### src/core/tws_pkg.sv
// Package for the three-wire serial port: register map, fields, timing
package tws_pkg;
    // Register addresses as seen by the processor's memory bus
    localparam logic [15:0] TWS_MODE_ADDR = 16'hFF72;
    localparam logic [15:0] TWS_SHIFT_ADDR = 16'hFF73;
    localparam logic [7:0] TWS_MODE_RESET = 8'h00;
    // Field positions in the mode control register
    localparam int TWS_EN_BIT = 7;
    localparam int TWS_RATE_BIT = 4;
    localparam int TWS_ORDER_BIT = 2;
    localparam int TWS_SRC_BIT = 1;
    // Bits software may set; the rest always read zero
    localparam logic [7:0] TWS_MODE_MASK = 8'h96;
    // Internal shift clock dividers: system clock / 4 and / 8
    localparam logic [2:0] TWS_DIV4_HALF = 3'h1;
    localparam logic [2:0] TWS_DIV8_HALF = 3'h3;
    localparam logic [3:0] TWS_BITS = 4'h8;

    // One processor access to the port
    typedef struct packed {
        logic        wr;
        logic        bit_wr;
        logic [2:0]  bit_idx;
        logic        bit_val;
        logic [15:0] addr;
        logic [7:0]  wdata;
    } tws_access_s;

    // Pin drive bundle for one two-way pin
    typedef struct packed {
        logic o;
        logic oe;
    } tws_pin_s;
endpackage

### src/core/tws_clkdiv.sv
// Shift clock generator: half-period enable pulses from the system clock
`timescale 1ns/100ps
`default_nettype none
module tws_clkdiv (
    input  wire logic clk_i,
    input  wire logic rst_i,
    input  wire logic run_i,
    input  wire logic div8_i,
    output logic      tick_o
);
    import tws_pkg::*;

    logic [2:0] cnt_r;
    logic [2:0] cnt_nxt;
    logic [2:0] half_w;
    logic       wrap_w;

    // Half period length chosen by rate select
    assign half_w  = div8_i ? TWS_DIV8_HALF : TWS_DIV4_HALF;
    assign wrap_w  = run_i && (cnt_r == half_w);
    assign cnt_nxt = (!run_i || wrap_w) ? 3'h0 : cnt_r + 3'h1;

    // Count while running; reset when stopped so phase is clean
    always_ff @(posedge clk_i or posedge rst_i) begin
        if (rst_i) begin
            cnt_r  <= 3'h0;
            tick_o <= 1'b0;
        end else begin
            cnt_r  <= cnt_nxt;
            tick_o <= wrap_w;
        end
    end
endmodule
`default_nettype wire

### src/core/tws_port.sv
// Three-wire serial port: mode register, shift register, pin control
// Behaviour
// - Port disabled: no transfers, all three pins return to GPIO use.
// - Reset clears the mode control register to zero.
// - Mode register takes single-bit and whole-byte writes.
// - Bit 7 enables the port.
// - Bit 4 picks internal rate: system clock /4 or /8.
// - Bit 1 picks clock source: 0 external pin, 1 internal driven out.
// - Eight-bit transfers; bit 2 picks MSB or LSB first.
// - Falling serial clock latches next bit from the shift register onto data out.
// - Rising serial clock captures data in into the shift register.
// - After eighth bit shifting stops and done request is raised.
// - Shift writes while disabled never start a transfer, even later.
// - With external clock, a second shift write does not change data.
// - Shift write starts transfer when enabled and clock idle high.
// - Shift register content after reset is undefined; this model clears it to zero.
`timescale 1ns/100ps
`default_nettype none
module tws_port (
    input  wire logic                 clk_i,
    input  wire logic                 rst_i,
    input  wire tws_pkg::tws_access_s acc_i,
    output logic [7:0]                rdata_o,
    output logic                      busy_o,
    output logic                      transfer_done_irq_o,
    input  wire logic                 serial_clock_pin_i,
    output tws_pkg::tws_pin_s         serial_clock_pin_o,
    output tws_pkg::tws_pin_s         serial_data_out_pin_o,
    input  wire logic                 serial_data_in_pin_i,
    output logic                      port_enable_o
);
    import tws_pkg::*;

    logic [7:0] mode_r;
    logic [7:0] mode_nxt;
    logic [7:0] shift_r;
    logic [7:0] shift_nxt;
    logic [3:0] cnt_r;
    logic       busy_r;
    logic       armed_r;
    logic       sck_r;
    logic       so_r;
    logic       sck_m_r;
    logic       sck_s_r;
    logic       sck_d_r;
    logic       si_m_r;
    logic       si_s_r;
    logic [1:0] rise_d_r;
    logic       tick_w;

    wire en_w    = mode_r[TWS_EN_BIT];
    wire int_w   = mode_r[TWS_SRC_BIT];
    wire lsb_w   = mode_r[TWS_ORDER_BIT];
    wire wr_mode = acc_i.wr && (acc_i.addr == TWS_MODE_ADDR);
    wire wr_shft = acc_i.wr && !acc_i.bit_wr
                   && (acc_i.addr == TWS_SHIFT_ADDR);

    // Mode write: byte or single bit, fixed-zero bits masked
    always_comb begin
        mode_nxt = mode_r;
        if (wr_mode && acc_i.bit_wr) begin
            mode_nxt[acc_i.bit_idx] = acc_i.bit_val;
        end else if (wr_mode) begin
            mode_nxt = acc_i.wdata;
        end
        mode_nxt = mode_nxt & TWS_MODE_MASK;
    end

    // Internal clock divider, runs only during internal transfers
    tws_clkdiv tws_clkdiv_i (
        .clk_i  (clk_i),
        .rst_i  (rst_i),
        .run_i  (busy_r && int_w),
        .div8_i (mode_r[TWS_RATE_BIT]),
        .tick_o (tick_w)
    );

    // Edge events from either clock source
    wire ext_fall = !int_w && sck_d_r && !sck_s_r;
    wire ext_rise = !int_w && !sck_d_r && sck_s_r;
    wire fall_w   = busy_r && (int_w ? (tick_w && sck_r) : ext_fall);
    wire rise_w   = busy_r && (int_w ? (tick_w && !sck_r) : ext_rise);
    wire idle_ok  = int_w ? 1'b1 : sck_s_r;
    wire start_w  = wr_shft && en_w && !busy_r && idle_ok
                    && !(armed_r && !int_w);
    wire last_w   = rise_w && (cnt_r == TWS_BITS - 4'h1);
    // Internal capture lags the rise so data in has crossed its sync
    wire cap_w    = int_w ? rise_d_r[1] : rise_w;
    wire done_w   = int_w ? (rise_d_r[1] && (cnt_r == TWS_BITS))
                    : last_w;
    wire out_bit  = lsb_w ? shift_nxt[0] : shift_nxt[7];

    // Shift path: load on start, shift and capture data in on rise
    always_comb begin
        shift_nxt = shift_r;
        if (start_w) begin
            shift_nxt = acc_i.wdata;
        end else if (cap_w && lsb_w) begin
            shift_nxt = {si_s_r, shift_r[7:1]};
        end else if (cap_w) begin
            shift_nxt = {shift_r[6:0], si_s_r};
        end else if (wr_shft && !busy_r && !(armed_r && !int_w)) begin
            shift_nxt = acc_i.wdata;
        end
    end

    // Pin synchronisers; first stage feeds only the second
    always_ff @(posedge clk_i or posedge rst_i) begin
        if (rst_i) begin
            sck_m_r <= 1'b1;
            sck_s_r <= 1'b1;
            sck_d_r <= 1'b1;
            si_m_r  <= 1'b0;
            si_s_r  <= 1'b0;
        end else begin
            sck_m_r <= serial_clock_pin_i;
            sck_s_r <= sck_m_r;
            sck_d_r <= sck_s_r;
            si_m_r  <= serial_data_in_pin_i;
            si_s_r  <= si_m_r;
        end
    end

    // Internal rise delayed two cycles to meet the data-in synchroniser
    always_ff @(posedge clk_i or posedge rst_i) begin
        if (rst_i) begin
            rise_d_r <= 2'h0;
        end else begin
            rise_d_r <= {rise_d_r[0], rise_w && int_w};
        end
    end

    // Mode register and transfer control
    always_ff @(posedge clk_i or posedge rst_i) begin
        if (rst_i) begin
            mode_r  <= TWS_MODE_RESET;
            shift_r <= 8'h00;
            busy_r  <= 1'b0;
            armed_r <= 1'b0;
            cnt_r   <= 4'h0;
            sck_r   <= 1'b1;
            so_r    <= 1'b1;
            transfer_done_irq_o <= 1'b0;
        end else begin
            mode_r  <= mode_nxt;
            shift_r <= shift_nxt;
            transfer_done_irq_o <= done_w;
            if (!en_w) begin
                busy_r  <= 1'b0;
                armed_r <= 1'b0;
                sck_r   <= 1'b1;
            end else if (start_w) begin
                busy_r  <= 1'b1;
                armed_r <= 1'b1;
                cnt_r   <= 4'h0;
                so_r    <= acc_i.wdata[lsb_w ? 0 : 7];
            end else begin
                if (int_w && busy_r && tick_w) begin
                    sck_r <= !sck_r;
                end
                if (fall_w && cnt_r != 4'h0) begin
                    so_r <= out_bit;
                end
                if (rise_w) begin
                    cnt_r <= cnt_r + 4'h1;
                end
                if (last_w) begin
                    busy_r  <= 1'b0;
                    armed_r <= 1'b0;
                    sck_r   <= 1'b1;
                end
            end
        end
    end

    // Output latches: pins released when disabled
    always_ff @(posedge clk_i or posedge rst_i) begin
        if (rst_i) begin
            rdata_o               <= 8'h00;
            busy_o                <= 1'b0;
            port_enable_o         <= 1'b0;
            serial_clock_pin_o    <= '{o: 1'b1, oe: 1'b0};
            serial_data_out_pin_o <= '{o: 1'b1, oe: 1'b0};
        end else begin
            rdata_o <= (acc_i.addr == TWS_MODE_ADDR) ? mode_r : shift_r;
            busy_o  <= busy_r;
            port_enable_o <= en_w;
            serial_clock_pin_o <= '{o: sck_r, oe: en_w && int_w};
            serial_data_out_pin_o <= '{o: so_r, oe: en_w};
        end
    end

    // Checks
    chk_irq_after_busy: assert property (@(posedge clk_i) disable iff (rst_i)
        $fell(busy_r) && en_w && !int_w |-> transfer_done_irq_o)
        else $error("done request missing at end of transfer");
    chk_irq_int_tail: assert property (@(posedge clk_i) disable iff (rst_i)
        $fell(busy_r) && en_w && int_w |-> ##2 transfer_done_irq_o)
        else $error("done request missing after internal transfer");
    chk_disabled_idle: assert property (@(posedge clk_i) disable iff (rst_i)
        !en_w |=> !busy_r)
        else $error("transfer active while disabled");
    chk_clk_released: assert property (@(posedge clk_i) disable iff (rst_i)
        !en_w ##1 !en_w |=> !serial_clock_pin_o.oe)
        else $error("clock pin driven while disabled");
    chk_no_start_off: assert property (@(posedge clk_i) disable iff (rst_i)
        wr_shft && !en_w |=> !busy_r)
        else $error("shift write started transfer while disabled");
    chk_sck_idle_high: assert property (@(posedge clk_i) disable iff (rst_i)
        !busy_r |-> sck_r)
        else $error("internal clock not resting high");
    chk_ext_hold: assert property (@(posedge clk_i) disable iff (rst_i)
        armed_r && !int_w && wr_shft && !rise_w |=> $stable(shift_r))
        else $error("second write changed shift data");
    chk_mode_zero: assert property (@(posedge clk_i) disable iff (rst_i)
        (mode_r & ~TWS_MODE_MASK) == 8'h00)
        else $error("fixed-zero mode bits set");
    chk_bit_count: assert property (@(posedge clk_i) disable iff (rst_i)
        busy_r |-> cnt_r < TWS_BITS)
        else $error("bit counter exceeded eight");
    cov_int_xfer: cover property (@(posedge clk_i) disable iff (rst_i)
        start_w && int_w ##[1:200] transfer_done_irq_o);
    cov_ext_xfer: cover property (@(posedge clk_i) disable iff (rst_i)
        start_w && !int_w ##[1:1000] transfer_done_irq_o);
    cov_lsb_xfer: cover property (@(posedge clk_i) disable iff (rst_i)
        start_w && lsb_w);
endmodule
`default_nettype wire

### config.mk
export PLATFORM = sky130hd
export DESIGN_NAME = tws_port
export DESIGN_NICKNAME = d
export VERILOG_FILES = /design/src/core/tws_pkg.sv /design/src/core/tws_clkdiv.sv /design/src/core/tws_port.sv
export SDC_FILE = /design/constraint.sdc
export NUM_CORES = 1
export LEC_CHECK = 0
export BUFFER_PORTS_ARGS = -buffer_cell sky130_fd_sc_hd__buf_2
export CAP_MARGIN = 20
export CORE_UTILIZATION = 58
export CTS_CLUSTER_SIZE = 10
export DETAILED_ROUTE_END_ITERATION = 12
export HOLD_SLACK_MARGIN = 0.06
export PLACE_DENSITY_LB_ADDON = 0.15
export RECOVER_POWER = 100
export SLEW_MARGIN = 15
export SYNTH_ARGS = -nofsm -noshare
export SYNTH_HDL_FRONTEND = slang
export SYNTH_SLANG_ARGS = --single-unit
### constraint.sdc
create_clock -name clk_i -period 5.2 [get_ports clk_i]
set_clock_uncertainty 0.05 [all_clocks]
set_input_delay 0.26 -clock clk_i [delete_from_list [all_inputs] [get_ports clk_i]]
set_output_delay 0.26 -clock clk_i [all_outputs]
set_load 0.005 [all_outputs]
==> impl_metrics.ini <==
[outcome]
outcome = finished with violations
violated_checks = capacitance limit, slew limit

[power_and_ir_drop]
power_leakage_uw = 0.001266
power.combinational.fraction_pct = 4.6
report.power.total_uw = 655.7
switching_share_pct = 19.54
internal_power_uw = 527.6
seqPwrFrac_pct = 52.9
power.density_mw_per_mm2 = 255.5
net-switching-power_uw = 128.1
clock_group_share_of_total_power_pct = 42.6
power.ir.vdd_worst_uv = 177.3

[drt]
drt-vias-per-instance = 6.007
dr_total_vias = 1784
number_of_remaining_drc_errors = 0
drt_first_pass_iters = 4
first_iter_violations = 99
route.final.wire_length_mm = 4.591
wl_per_cell_um = 15.46
drtAntennaViolNets = 0

[cells_and_area]
num_antenna_cells = 0
seq_area_mm2 = 0.001110
synthesis_to_layout_area_growth_pct = 17.27
final_cell_area_mm2 = 0.002566
most-common-layout-cells = 46 x buf_2, 37 x dfrtp_1, 17 x nand3_1, 16 x nor2_1
final_common_cell = buf_2
final_layout_size_suffix_gt1_share_pct = 30.28
multi_input_area_um2 = 963.4
num-nets-final = 287
stdcell_count = 297
fillCellCount = 273

[setup_path]
crit_slowest_cell = o21ai_0
startpoint_type = flip-flop
timing.critical_path.slowest_cell_delay_ns = 0.89
worstPathMaxFanout = 13
crit_buf_inv = 0
worst_ep_required_time_ns = 5.33
worst_setup_path_end_kind = flip-flop
chain_of_cells_forming_the_critical_path = o21ai_0, o21ai_0, nand3_1, o221ai_1, o311ai_0
worst-endpoint-arrival_ns = 2.86
crit_top_cell = o21ai_0
cp_top_family = compound AO/OA/AOI/OAI gates
setup.worst_path.class = reg2reg

[sta]
fin_tns_setup_ns = 0
maxSlewViolCount = 45
setup-violations-final = 0
worst_slew_margin_relative_to_its_limit_pct = -47.21
rsz0062_at_grt = no
finalHoldViolations = 0
maxClockFrequency_ghz = 0.3673
tightestPinTransition_ns = 2.208
final.setup.worst_slack_ns = 2.477
finalCritPeriodShare_pct = 52.36
min_period_ns = 2.723

[clock_network]
clock_insertion_delay_worst_skew_ns = 0.29
tritoncts.num_buffers = 5
path_clk_slew_ns = 0.08
cts_tree = built
max-clock-path-buffers = 2
post_cts.repair.setup_buffers = 0
cts_root_buf = clkbuf_8
cts.htree.levels = 2
cts_repair_resize_count = 0
cts.sinks = 44
hold_buf_cts = 3

[synth]
syn_nets = 237
mappedNetlistArea_mm2 = 0.002188
synth_top_flop_cell = dfrtp_1
synth-edff-count = 0
synth_top_cell_area_share_pct = 42.31
yosys_warnings = 0
synth_sequential_area_ratio_pct = 50.71
syn_avg_cell_area_um2 = 10.94
synth_top_cell_by_area = dfrtp_1
post_synth_main_area_contributors = dfrtp_1 42%, dfstp_2 8.4%, nand3_1 3.9%
ys_async_sr_fraction_pct = 100.0
synth-seq-cells = 44
synthDistinctLibCells = 51
gate_count_of_the_mapped_netlist = 200

[grt]
vias_in_the_first_global_route = 1596
globalRoute.totalOverflow = 0
grt_first_pass_wirelength_mm = 7.472
grt_start_max_net_pins = 45
grt_antenna_before_repair = 0
grt_usage_pct = 24.36

[die]
floorplan.rows = 21
boundaryPins = 49
area_of_the_placeable_core_mm2 = 0.003468
chipHeight_um = 63.43
die_w_um = 63.43
area_of_the_die_mm2 = 0.004023
initial_core_util_pct = 63.10

[placed_design]
place_congestion = 0.9014
dp_slack_ns = 2.867
total_placed_instance_area_mm2 = 0.002449
dp.cells = 286
post-dp-hpwl_mm = 3.205
numPortBuffers = 48

[min_path]
worst_hold_path_type = in2reg

[run]
cap_violations = 1
-- worst register-to-register path, cell delays in order, from the launching register on --
cell and delay [ns]:
dfrtp_1 0.51, o21ai_0 0.89, o21ai_0 0.29, nand3_1 0.34, o221ai_1 0.18, o311ai_0 0.35
-- synthesized netlist by cell type (4+ instances only) --
cell / n
nor2b_1: 4
clkbuf_1: 7
mux2_2: 5
dfrtp_1: 37
dfstp_2: 7
nand3_1: 17
nand4b_1: 5
inv_1: 10
a21oi_1: 10
nor2_1: 15
mux2i_1: 8
nand2_1: 10
o221a_2: 6
-- cell families after synthesis --
logic type | synth area share [%]
adders and majority gates | 1.715
DFF | 50.71
buffers and inverters | 3.774
AOI/OAI and AO/OA | 12.41
muxes | 6.747
xor gates and xnor gates | 1.201
and+or+nand+nor | 23.44
-- state kept, by name, summed over array words and instances (netlist names), 2 cells and up --
name and cells:
mode_r 4, rdata_o 8, shift_r 8, cnt_r 4
rise_d_r 2, tws_clkdiv_i.cnt_r 3, serial_clock_pin_o 2
-- final timing paths --
| check | startpoint | end | slack (ns) | cells after the start |
|---|---|---|---|---|
| worst max-delay path | mode_r[1] | so_r | 2.48 | 5 |
| worst min-delay path | acc_i[4] | mode_r[4] | 0.15 | 3 |
| worst max register to register | mode_r[1] | so_r | 2.48 | 5 |
| worst min register to register | rise_d_r[0] | rise_d_r[1] | 0.30 | 0 |
| max in group asynchronous | rst_i | cnt_r[0] | 2.56 | 4 |
| min in group asynchronous | rst_i | shift_r[4] | 1.28 | 4 |
-- power by group through the flow --
stage / sequential, uW / clock (uW) / combinational (uW)
after global placement: 353 / 0 / 28.6
final: 347 / 279 / 29.9
after floorplan: 353 / 0 / 10.6
after CTS: 347 / 284 / 31.2
after detailed placement: 353 / 0 / 29.6
after global routing: 347 / 298 / 33.4
-- final cells by class --
class | count | share of cell area [%]
timing repair buffer | 52 | 10.58
inverter | 10 | 1.463
multi-input combinational | 137 | 37.54
sequential | 44 | 43.25
clock buffer | 7 | 3.754
clock inverter | 1 | 1.170
tap | 46 | 2.243
-- through the flow --
step           utilization, %  hold WS [ns]
2_1_floorplan               -        0.2145
3_3_place_gp            70.60        0.2830
3_5_place_dp            70.60        0.2847
4_1_cts                 75.11        0.1532
5_1_grt                 73.99        0.1607
6_report                73.99        0.1519
-- per-layer routing --
metal	vias up	wire length [um]	track usage, %
li1	835	-	-
met2	97	2145	38.70
met5	-	0	0
met3	11	346	5.072
met1	841	2027	32.82
met4	0	72	8.807
No activity file was read; power rests on OpenSTA's default activity.
